[src/rtl/slpc_cfg.svh]
`ifndef SLPC_CFG_SVH
`define SLPC_CFG_SVH

// ----------------------------------------------------------------
// Register offsets on the APB window.
// ----------------------------------------------------------------
`define SLPC_OFS_CTRL 8'h00
`define SLPC_OFS_GATE 8'h04
`define SLPC_OFS_ANA 8'h08
`define SLPC_OFS_STAT 8'h0C

// ----------------------------------------------------------------
// Field positions and reset values.
// ----------------------------------------------------------------
`define SLPC_CTRL_ARM 0
`define SLPC_CTRL_MODE_LO 1
`define SLPC_CTRL_MODE_HI 3
`define SLPC_ANA_ADC 0
`define SLPC_ANA_AC 1
`define SLPC_ANA_VREF 2
`define SLPC_CTRL_RST 4'h0
`define SLPC_ANA_RST 3'h0

// ----------------------------------------------------------------
// Sleep state selector codes; 001, 100 and 101 are reserved.
// ----------------------------------------------------------------
`define SLPC_M_IDLE 3'h0
`define SLPC_M_DEEP 3'h2
`define SLPC_M_DEEP_RTC 3'h3
`define SLPC_M_OSC 3'h6
`define SLPC_M_OSC_RTC 3'h7

// ----------------------------------------------------------------
// Timing: CPU halt after wake, in system clock cycles.
// ----------------------------------------------------------------
`define SLPC_HALT_CYC 3'h4

`endif

[src/rtl/slpc_pkg.sv]
package slpc_pkg;

    // Controller phase: running, asleep, waiting for the clock
    // source to start, and the post-wake CPU halt.
    typedef enum logic [1:0] {
        S_ACTIVE,
        S_SLEEP,
        S_OSC_WAIT,
        S_HALT
    } slpc_fsm_t;

    // Clock domain and oscillator enables, high means running.
    typedef struct packed {
        logic cpu;
        logic nvm;
        logic per;
        logic rtc;
        logic sys_src;
        logic rtc_src;
    } slpc_clk_t;

    // Wake-capable interrupt requests.
    typedef struct packed {
        logic usb;
        logic port;
        logic twi;
        logic rtc;
        logic any;
    } slpc_wake_t;

endpackage

[src/rtl/slpc_ctrl.sv]
`timescale 1ns/1ps
// Overview of operation
// - Armed sleep request enters selected state.
// - Enabled wake runs handler, then resumes.
// - Higher priority pending handlers run first.
// - CPU halted four cycles after wake.
// - Stopped clock source adds start-up wait.
// - State kept in sleep; reset restarts.
// - Idle stops CPU and NVM only.
// - Deep halt stops every clock.
// - Deep halt wakes on TWI, port, USB.
// - RTC variant adds RTC clock and wake.
// - Oscillator variant keeps system clock source.
// - Oscillator with RTC keeps both running.
// - Gate bit stops and freezes peripheral.
// - Clearing gate bit resumes peripheral.
// - Gate bits of absent peripherals ignored.
// - Deep sleeps stop peripherals, ADC, comparator.
// - Comparator reference stays on when used.
// - ADC restart makes next conversion long.
// - Port input buffers off without peripheral clock.
// - Watchdog and fused brownout keep running.
// - Control upper bits read zero; reset zero.
// - Selector codes 000, 010, 011, 110, 111.
// - Sleep needs the arm bit set.
`include "slpc_cfg.svh"

module slpc_ctrl #(
    parameter int NPER = 8,
    parameter logic [NPER-1:0] PRESENT = '1
) (
    input wire logic clock,
    input wire logic rst_n,
    input wire logic psel,
    input wire logic penable,
    input wire logic pwrite,
    input wire logic [7:0] paddr,
    input wire logic [31:0] pwdata,
    output logic pready,
    output logic [31:0] prdata,
    output logic pslverr,
    input wire logic sleep_req,
    input wire slpc_pkg::slpc_wake_t wake_in,
    input wire logic osc_ready,
    input wire logic rtc_on,
    input wire logic wdt_en,
    input wire logic bod_fuse_en,
    input wire logic adc_conv_done,
    output slpc_pkg::slpc_clk_t clk_en,
    output logic [NPER-1:0] periph_clk_en,
    output logic [NPER-1:0] periph_io_block,
    output logic adc_enable,
    output logic ac_enable,
    output logic vref_enable,
    output logic adc_long_conv,
    output logic port_buf_en,
    output logic wdt_run,
    output logic bod_run,
    output logic sleep_done,
    output logic wake_pulse,
    output slpc_pkg::slpc_wake_t wake_src
);

    // ------------------------------------------------------------
    // State of the whole controller.
    // ------------------------------------------------------------
    typedef struct packed {
        slpc_pkg::slpc_fsm_t fsm;
        logic [2:0] sel;
        logic arm;
        logic [2:0] sleep_state_select;
        logic [2:0] cnt;
        logic osc_low;
        logic [NPER-1:0] gate;
        logic [2:0] ana;
        slpc_pkg::slpc_wake_t w1;
        slpc_pkg::slpc_wake_t w2;
        logic osc1;
        logic osc2;
        slpc_pkg::slpc_clk_t clk;
        logic [NPER-1:0] per_en;
        logic adc_on;
        logic ac_on;
        logic vref_on;
        logic adc_long;
        logic wdt;
        logic bod;
        logic done;
        logic wake;
        slpc_pkg::slpc_wake_t wsrc;
        logic pready;
        logic pslverr;
        logic [31:0] prdata;
    } slpc_state_t;

    slpc_state_t st_r;
    slpc_state_t st_nxt;
    logic acc_first;
    logic acc_done;
    logic deep;

    // ------------------------------------------------------------
    // Mode decoding.
    // ------------------------------------------------------------

    // Reserved codes behave as idle, the safest choice.
    function automatic logic idle_like(input logic [2:0] m);
        return !(m == `SLPC_M_DEEP || m == `SLPC_M_DEEP_RTC ||
                 m == `SLPC_M_OSC || m == `SLPC_M_OSC_RTC);
    endfunction

    function automatic logic rtc_keep(input logic [2:0] m);
        return m == `SLPC_M_DEEP_RTC || m == `SLPC_M_OSC_RTC;
    endfunction

    function automatic logic sys_keep(input logic [2:0] m);
        return idle_like(m) || m == `SLPC_M_OSC ||
               m == `SLPC_M_OSC_RTC;
    endfunction

    // Clock enables for a phase and selected state.
    function automatic slpc_pkg::slpc_clk_t clk_for(
        input slpc_pkg::slpc_fsm_t f,
        input logic [2:0] m,
        input logic rtc
    );
        slpc_pkg::slpc_clk_t c;
        c = '1;
        if (f == slpc_pkg::S_SLEEP || f == slpc_pkg::S_OSC_WAIT) begin
            c.cpu = 1'b0;
            c.nvm = 1'b0;
            if (!idle_like(m)) begin
                c.per = 1'b0;
                c.rtc = rtc_keep(m) & rtc;
                c.rtc_src = rtc_keep(m);
                c.sys_src = sys_keep(m) ||
                            f == slpc_pkg::S_OSC_WAIT;
            end
        end else if (f == slpc_pkg::S_HALT) begin
            c.cpu = 1'b0;
        end
        return c;
    endfunction

    // Whether a wake request is accepted in the selected state.
    function automatic logic wake_ok(
        input logic [2:0] m,
        input slpc_pkg::slpc_wake_t w,
        input logic rtc
    );
        if (idle_like(m))
            return w.any;
        return w.usb || w.port || w.twi ||
               (rtc_keep(m) && rtc && w.rtc);
    endfunction

    // ------------------------------------------------------------
    // Next-state logic.
    // ------------------------------------------------------------

    // APB access: the first access cycle raises pready with read
    // data; the write lands on the edge that completes the access,
    // so nothing changes before the master sees pready.
    always_comb begin
        st_nxt = st_r;
        acc_first = psel & penable & ~st_r.pready;
        acc_done = psel & penable & st_r.pready;
        st_nxt.done = 1'b0;
        st_nxt.wake = 1'b0;
        st_nxt.pready = acc_first;
        st_nxt.pslverr = 1'b0;
        st_nxt.prdata = '0;
        // Wake requests and oscillator ready are asynchronous pins.
        st_nxt.w1 = wake_in;
        st_nxt.w2 = st_r.w1;
        st_nxt.osc1 = osc_ready;
        st_nxt.osc2 = st_r.osc1;
        if (acc_first) begin
            case (paddr)
                `SLPC_OFS_CTRL:
                    st_nxt.prdata = {28'h0, st_r.sel, st_r.arm};
                `SLPC_OFS_GATE: st_nxt.prdata = 32'(st_r.gate);
                `SLPC_OFS_ANA: st_nxt.prdata = {29'h0, st_r.ana};
                `SLPC_OFS_STAT:
                    st_nxt.prdata = {26'h0, st_r.adc_long, st_r.sleep_state_select,
                                     st_r.fsm};
                default: st_nxt.pslverr = 1'b1;
            endcase
        end
        if (acc_done && pwrite) begin
            case (paddr)
                `SLPC_OFS_CTRL: begin
                    // Upper bits are dropped, so they stay zero.
                    st_nxt.arm = pwdata[`SLPC_CTRL_ARM];
                    st_nxt.sel = pwdata[`SLPC_CTRL_MODE_HI:`SLPC_CTRL_MODE_LO];
                end
                `SLPC_OFS_GATE:
                    st_nxt.gate = pwdata[NPER-1:0] & PRESENT;
                `SLPC_OFS_ANA: st_nxt.ana = pwdata[2:0];
                default: ;
            endcase
        end

        // Sleep sequencer. Only the halt counter cnt is cleared on wake, so
        // all other state survives a sleep; only rst_n restarts.
        case (st_r.fsm)
            slpc_pkg::S_ACTIVE: begin
                if (sleep_req && st_r.arm) begin
                    st_nxt.fsm = slpc_pkg::S_SLEEP;
                    st_nxt.sleep_state_select = st_r.sel;
                    st_nxt.osc_low = 1'b0;
                end
                st_nxt.done = sleep_req & ~st_r.arm;
            end
            slpc_pkg::S_SLEEP: begin
                if (!st_r.osc2)
                    st_nxt.osc_low = 1'b1;
                if (wake_ok(st_r.sleep_state_select, st_r.w2, rtc_on)) begin
                    st_nxt.wsrc = st_r.w2;
                    st_nxt.cnt = 3'h0;
                    st_nxt.fsm = sys_keep(st_r.sleep_state_select) ? slpc_pkg::S_HALT
                                 : slpc_pkg::S_OSC_WAIT;
                end
            end
            slpc_pkg::S_OSC_WAIT: begin
                // A ready level still high from before the stop is
                // stale; wait until it has been seen low once.
                if (!st_r.osc2)
                    st_nxt.osc_low = 1'b1;
                if (st_r.osc2 && st_r.osc_low)
                    st_nxt.fsm = slpc_pkg::S_HALT;
            end
            slpc_pkg::S_HALT: begin
                st_nxt.cnt = st_r.cnt + 3'h1;
                if (st_r.cnt == `SLPC_HALT_CYC - 3'h1) begin
                    st_nxt.fsm = slpc_pkg::S_ACTIVE;
                    // The CPU's interrupt controller takes all pending
                    // requests by priority, then returns past sleep.
                    st_nxt.wake = 1'b1;
                    st_nxt.done = 1'b1;
                end
            end
            default: st_nxt.fsm = slpc_pkg::S_ACTIVE;
        endcase

        // Outputs follow the next phase, so they line up with fsm.
        deep = (st_nxt.fsm == slpc_pkg::S_SLEEP ||
                st_nxt.fsm == slpc_pkg::S_OSC_WAIT) &&
               !idle_like(st_nxt.sleep_state_select);
        st_nxt.clk = clk_for(st_nxt.fsm, st_nxt.sleep_state_select, rtc_on);
        // A gated peripheral simply loses its clock, so it resumes
        // from the frozen state when the bit clears.
        st_nxt.per_en = {NPER{st_nxt.clk.per}} & ~st_nxt.gate
                        & PRESENT;
        st_nxt.adc_on = st_nxt.ana[`SLPC_ANA_ADC] & ~deep;
        st_nxt.ac_on = st_nxt.ana[`SLPC_ANA_AC] & ~deep;
        // The reference is held even in deep sleep when the
        // comparator uses it; software should turn it off first.
        st_nxt.vref_on = st_nxt.ana[`SLPC_ANA_AC] &
                         st_nxt.ana[`SLPC_ANA_VREF];
        // Setting wins over the conversion-done clear.
        if (st_nxt.adc_on && !st_r.adc_on)
            st_nxt.adc_long = 1'b1;
        else if (adc_conv_done)
            st_nxt.adc_long = 1'b0;
        st_nxt.wdt = wdt_en;
        st_nxt.bod = bod_fuse_en;
    end

    // ------------------------------------------------------------
    // State register.
    // ------------------------------------------------------------

    // Reset clears all but the clock enables, which load running, including a reset taken asleep.
    always_ff @(posedge clock or negedge rst_n) begin
        if (!rst_n) begin
            st_r <= '0;
            st_r.fsm <= slpc_pkg::S_ACTIVE;
            {st_r.sel, st_r.arm} <= `SLPC_CTRL_RST;
            st_r.ana <= `SLPC_ANA_RST;
            st_r.clk <= '1;
            st_r.per_en <= PRESENT;
        end else begin
            st_r <= st_nxt;
        end
    end

    // ------------------------------------------------------------
    // Outputs, all straight from the state register.
    // ------------------------------------------------------------
    assign pready = st_r.pready;
    assign prdata = st_r.prdata;
    assign pslverr = st_r.pslverr;
    assign clk_en = st_r.clk;
    assign periph_clk_en = st_r.per_en;
    assign periph_io_block = st_r.gate;
    assign adc_enable = st_r.adc_on;
    assign ac_enable = st_r.ac_on;
    assign vref_enable = st_r.vref_on;
    assign adc_long_conv = st_r.adc_long;
    assign port_buf_en = st_r.clk.per;
    assign wdt_run = st_r.wdt;
    assign bod_run = st_r.bod;
    assign sleep_done = st_r.done;
    assign wake_pulse = st_r.wake;
    assign wake_src = st_r.wsrc;
endmodule

[config.mk]
export PLATFORM = sky130hd
export DESIGN_NAME = slpc_ctrl
export DESIGN_NICKNAME = d
export VERILOG_FILES = /design/src/rtl/slpc_pkg.sv /design/src/rtl/slpc_ctrl.sv
export VERILOG_INCLUDE_DIRS = /design/src /design/src/rtl
export SDC_FILE = /design/constraint.sdc
export NUM_CORES = 1
export LEC_CHECK = 0
export ABC_AREA = 1
export ABC_CLOCK_PERIOD_IN_PS = 2950
export BUFFER_PORTS_ARGS = -buffer_cell sky130_fd_sc_hd__buf_2
export CORE_MARGIN = 3
export CORE_UTILIZATION = 38
export CTS_CLUSTER_SIZE = 16
export DETAILED_ROUTE_END_ITERATION = 10
export PLACE_DENSITY = 0.74
export SLEW_MARGIN = 40
export SYNTH_ARGS = -nofsm -noshare
export SYNTH_HDL_FRONTEND = slang
export SYNTH_SLANG_ARGS = --single-unit
[constraint.sdc]
create_clock -name clock -period 2.95 [get_ports clock]
set_input_delay 0.4425 -clock clock [delete_from_list [all_inputs] [get_ports clock]]
set_output_delay 0.4425 -clock clock [all_outputs]
set_load 0.01 [all_outputs]
==> results of run 1 <==
-- power by group --
group | internal (mW) | switching [mW]
logic | 0.330 | 0.596
registers | 1.22 | 0.0954
clock network | 0.339 | 0.414
total | 1.89 | 1.11
-- cells by family after synthesis --
kind of cell,share of synthesized area
and+or+nand+nor,0.2125
buffers and inverters,0.1764
DFF,0.5327
AOI/OAI and AO/OA,0.04481
adders and majority gates,0.03253
other,0.001083
-- worst reg2reg max path, delay by kind of cell (launching register included) --
family                     cells  cell delay [ps]
AOI/OAI and AO/OA              1              130
adders and majority gates      3              730
buffers and inverters          1              210
DFF                            1              420
and+or+nand+nor                6              820
-- cell type report --
| type | instances | area [µm²] |
|---|---|---|
| Clock buffer | 10 | 137.6 |
| Inverter | 35 | 131.4 |
| Multi-Input combinational cell | 222 | 1094 |
| Timing Repair Buffer | 80 | 411.6 |
| Tap cell | 108 | 135.1 |
| Fill cell | 890 | 5002 |
| Sequential cell | 73 | 1844 |
| Clock inverter | 6 | 50.05 |
-- metal layers --
metal	up-vias	track usage	part of all wire
met3	7	0.04408	0.068
met5	-	0	0
met4	0	0.03170	0.010
met1	1119	0.1847	0.45
met2	87	0.2123	0.48
li1	1180	-	-
-- cell usage in the layout, fill, tap and decap left out, drive strengths merged --
cell type and n:
a21oi 14, nand2 72, nor2 54, dfstp 14, nand3 27, o21a 3, conb 24, nand4 3
inv 38, dfrtp 59, or2 1, o21ai 10, nor3 4, buf 80, clkinv 1, clkbuf 10
ha 9, clkinvlp 2, o22a 1
-- sequential cells by signal (all words and copies together), names as in the netlist, 5 cells and up --
signal           cells
periph_io_block      8
clk_en               5
st_r                22
wake_src             5
st_nxt               6
periph_clk_en        8
prdata               8
-- stage by stage --
| step | total power [mW] | hold slack [ps] | setup slack (ps) | cells | utilization |
|---|---|---|---|---|---|
| floorplan | 2.060 | 146.9 | 809.3 | 394 | - |
| global placement | 2.221 | 335.2 | 637.4 | 518 | 0.4102 |
| detailed placement | 2.270 | 334.7 | 561.2 | 518 | 0.4106 |
| CTS | 3.023 | 184.9 | 520.7 | 534 | 0.4319 |
| global route | 3.207 | 174.2 | 364.5 | 534 | 0.4319 |
| finish | 2.995 | 188.7 | 540.8 | 534 | 0.4319 |
-- worst paths after layout --
kind	startpoint	endpoint	slack (ps)	cells past startpoint
max in group asynchronous	rst_n	st_r[88]	2320	2
worst max-delay path	st_r[85]	ac_enable	540	11
min in group clock	wake_in[3]	st_nxt[66]	200	1
worst min register to register	st_nxt[61]	st_r[61]	350	0
worst min-delay path	rst_n	periph_io_block[7]	190	2
worst max register to register	st_r[85]	ac_enable	540	11
==> flow_metrics.tcl, run 1 <==
set metrics [dict create \
    status "complete, no violations" \
    fin_skew_ps 13.86 \
    path_delay_family "simple AND/OR/NAND/NOR gates" \
    synth_top_cell_area_share 0.4265 \
    port_buffers 77 \
    cts_htree_levels 3 \
    grt-ovfl-total 0 \
    drc 0 \
    finalSetupViolCount 0 \
    worst-path-max-fanout 10 \
    grt_max_degree 74 \
    drt_iter0_markers 121 \
    layout_min_cycle_time_ps 2409 \
    critPathCaptureType "flop" \
    routed_via_density 4.481 \
    grt_pass1_vias 2294 \
    hp-class "input port to async pin" \
    max_stage_delay_ps 420 \
    tightest_slew_ps 634.6 \
    slew_violations 0 \
    num_antenna_cells 0 \
    yosysMostFrequentCell "nand2_1" \
    gp_congestion 0.8918 \
    synth_seq_area_share 0.5327 \
    relSlewSlack 0.5769 \
    synth_ff_type "dfrtp_1" \
    drive_above_1_share 0.3052 \
    cts_sinks 73 \
    avgSynthCellArea_um2 9.332 \
    tns_ps 0 \
    worstSetupPathType "flop to flop" \
    pin_count 126 \
    die_area_mm2 0.01029 \
    synth_area_leader_cell "dfrtp_1" \
    grt_pass1_wl_um 10840 \
    drtAntennaViolNets 0 \
    die_h_um 101.5 \
    peakVddDrop_v 0.0004267 \
    ctsResizeCount 0 \
    routed_wl_um 6943 \
    critPathLaunchType "flop" \
    synth-async-reset-ratio 1.000 \
    wl_per_cell_um 13.00 \
    synth-seq-cells 73 \
    synth_area_mm2 0.003462 \
    drt_pass1_iterations 4 \
    initial_core_util 0.3932 \
    cts.hold.buffers_added 0 \
    antenna_found_initial 0 \
    cp.required_ps 3190 \
    clkLatencyLatePin_ps 350 \
    crit_chain "ha_1 > ha_1 > or2_2 > nand2_1 > o21ai_0 > nand2_1 > nand2_1 > ha_1 > nor2_2 > buf_4 > nor2_1" \
    cts_max_path_buffers 2 \
    cpMaxStageDelayCell "dfrtp_1" \
    synth_area_leaders "dfrtp_1, buf_4, dfstp_2, nand2_1, nor2_1" \
    numCtsBuffers 9 \
    fp.dieW_um 101.5 \
    yosys_warnings 0 \
    postLayoutCellArea_mm2 0.003804 \
    row_count 34 \
    vias 2393 \
    grt_use_total 0.1358 \
    max_freq_mhz 415.1 \
    ys_types 26 \
    coreArea_mm2 0.008806 \
    hpwl_um 5298 \
    syn_inst 371 \
    synth_edf_count 0 \
    fin_nets 486 \
    p_leak_nw 2.023 \
    max_cap_violations 0 \
    path_buf_inv 1 \
    placed_area_mm2 0.003616 \
    clockRootBuffer "clkbuf_8" \
    hold_viol_final 0 \
    critical_path_arrival_ps 2640 \
    postCtsSetupBuffers 0 \
    ys_top_cells_by_count "nand2_1, buf_4, dfrtp_1, nor2_1, inv_1" \
    path_clk_slew_ps 90 \
    synthToLayoutAreaGrowth_pct 9.866 \
    grt_setup_unrepaired "no" \
    powerDensity_mw_per_mm2 787.4 \
    layout_worst_path_cycle_share 0.8167 \
    tritoncts "built" \
]
No activity file was read; power rests on OpenSTA's default activity.
==> run 2: changes to the inputs <==
ABC_AREA = 0   (was 1)
ABC_CLOCK_PERIOD_IN_PS = 2500   (was 2950)
clock period = 2.5 ns   (was 2.95 ns; I/O delays follow)
==> flow_metrics.tcl, run 2 <==
set metrics [dict create \
    cts_htree_levels 3 \
    crit_chain "ha_1 > nor2b_2 > a211o_1 > o21ai_1 > o21a_1 > ha_1 > nor2_1 > buf_4 > o32ai_1" \
    fin_nets 386 \
    status "complete, no violations" \
    postCtsSetupBuffers 0 \
    r2r_end "adc_long_conv" \
    port_buffers 77 \
    relSlewSlack 0.5741 \
    wl_per_cell_um 13.77 \
    row_count 33 \
    holdWs_ps 25.21 \
    slew_violations 0 \
    p_leak_nw 1.918 \
    synthToLayoutAreaGrowth_pct 12.85 \
    routed_via_density 4.476 \
    fp.dieW_um 99.89 \
    vias 1929 \
    crit_start "st_r[95]" \
    initial_core_util 0.3996 \
    numCtsBuffers 9 \
    path_clk_slew_ps 70 \
    layout_min_cycle_time_ps 2289 \
    path_delay_family "compound AO/OA/AOI/OAI gates" \
    hp-class "input port to async pin" \
    drt_pass1_iterations 4 \
    finalSetupViolCount 0 \
    synth_edf_count 0 \
    worst-path-max-fanout 8 \
    num_antenna_cells 0 \
    max_freq_mhz 436.8 \
    yosys_warnings 0 \
    pin_count 126 \
    crit_top_cell "ha_1" \
    cts_max_path_buffers 2 \
    fillCellCount 778 \
    tns_ps 0 \
    layout_worst_path_cycle_share 0.9156 \
    postLayoutCellArea_mm2 0.003780 \
    tritoncts "built" \
    ys_types 38 \
    worstSetupPathType "flop to flop" \
    drc 0 \
    synth_area_leaders "dfrtp_1, buf_4, dfstp_2, mux2_2, ha_1" \
    hold_viol_final 0 \
    grt_max_degree 74 \
    antenna_found_initial 0 \
    coreArea_mm2 0.008382 \
    largest_register_ff_count 22 \
    finish.utilization 0.4510 \
    syn_inst 267 \
    critPathLaunchType "flop" \
    critical_path_arrival_ps 2500 \
    cts_sinks 73 \
    gp_congestion 0.7699 \
    clkLatencyLatePin_ps 340 \
    die_h_um 99.89 \
    grt_pass1_vias 2015 \
    synth-async-reset-ratio 1.000 \
    synth_area_leader_cell "dfrtp_1" \
    drt_iter0_markers 124 \
    path_buf_inv 1 \
    grt_pass1_wl_um 9791 \
    dp.cells 415 \
    final_cell_mix "buf_2, dfrtp_1, conb_1" \
    synth_ff_type "dfrtp_1" \
    rr_worst_depth 9 \
    synth-seq-cells 73 \
    clockRootBuffer "clkbuf_8" \
    ff2ff_setup_slack_ps 210 \
    grt_setup_unrepaired "no" \
    fin_skew_ps 3.311 \
    routed_wl_um 5933 \
    synth_area_mm2 0.003349 \
    cp.required_ps 2710 \
    synth_seq_area_share 0.5506 \
    grt_use_total 0.1255 \
    placed_area_mm2 0.003521 \
    powerDensity_mw_per_mm2 834.6 \
    regToRegStartpoint "st_r[95]" \
    top_register "st_r" \
    drtAntennaViolNets 0 \
    cpMaxStageDelayCell "dfrtp_2" \
    layout_commonest_cell "buf_2" \
    grt-ovfl-total 0 \
    ys_top_cells_by_count "buf_4, dfrtp_1, mux2_2, nor2_1" \
    avgSynthCellArea_um2 12.54 \
    cts.hold.buffers_added 0 \
    die_area_mm2 0.009977 \
    synth_top_cell_area_share 0.4408 \
    hpwl_um 4516 \
    max_cap_violations 0 \
    tightest_slew_ps 638.8 \
    fin_cells 431 \
    max_stage_delay_ps 470 \
    critPathCaptureType "flop" \
    peakVddDrop_v 0.0003599 \
    drive_above_1_share 0.4724 \
]
## run 2: cell types whose count changed in the layout (fill, tap and decap cells not counted), sizes merged, moves of 3 or more
cell,before,now
inv,38,14
bufinv,0,3
nand2,72,8
mux2i,0,8
nor2,54,18
and2,0,4
nand3,27,5
mux2,0,21
mux4,0,3
nor2b,0,3
a21oi,14,2
o21ai,10,7
## run 2: report_power, final
part / switching, mW / internal [mW] / total (mW)
Clock: 0.431 / 0.662 / 1.09
Sequential: 0.0724 / 1.32 / 1.39
Combinational: 0.366 / 0.303 / 0.669
Total: 0.870 / 2.29 / 3.15
## run 2: cell type report
type / count / area (µm²) / area share
Tap cell: 105 / 131.4 / 0.03476
Inverter: 14 / 52.55 / 0.01390
Clock inverter: 7 / 118.9 / 0.03145
Sequential cell: 73 / 1846 / 0.4882
Timing Repair Buffer: 82 / 429.2 / 0.1135
Clock buffer: 9 / 123.9 / 0.03277
Multi-Input combinational cell: 141 / 1079 / 0.2853
## run 2: timing repair
item / 4_1_cts / 5_1_grt
cloned: 0 / 0
gates resized for setup: 1 / 7
endpoints found under the setup margin: 1 / 6
## run 2: through the flow
stage	total power, mW	setup WS [ps]
floorplan	1.910	298.7
global placement	2.023	124.4
detailed placement	2.059	18.06
CTS	3.180	123.6
global route	3.348	18.31
finish	3.155	210.9
## run 2: kinds of logic (layout without fill, tap and decap cells)
family / after synthesis / count (layout) / share of synthesized area
AND/OR/NAND/NOR: 53 / 53 / 0.09413
other: 1 / 24 / 0.001120
adder cells (fa/ha/maj): 9 / 9 / 0.03362
multiplexers: 32 / 32 / 0.1147
AO/OA/AOI/OAI: 23 / 23 / 0.04819
flip-flops: 73 / 73 / 0.5506
buffers and inverters: 76 / 112 / 0.1576
## run 2: worst max path at each step
stage                                to  slack (ps)  cells past startpoint
after floorplan               clk_en[0]         300                      8
after global placement    adc_long_conv         120                      8
after detailed placement  adc_long_conv          20                      8
after CTS                 adc_long_conv         120                      8
after global routing      adc_long_conv          20                      9
final                     adc_long_conv         210                      9
## run 2: routing by layer
metal  wire length (µm)  GRT usage  vias up  share of wire
met5                  0          0        -              0
met1               2538     0.1685      948           0.43
li1                   -          -      918              -
met2               2989     0.1960       54           0.50
met3                304    0.02849        9          0.051
met4                 99    0.05357        0          0.017
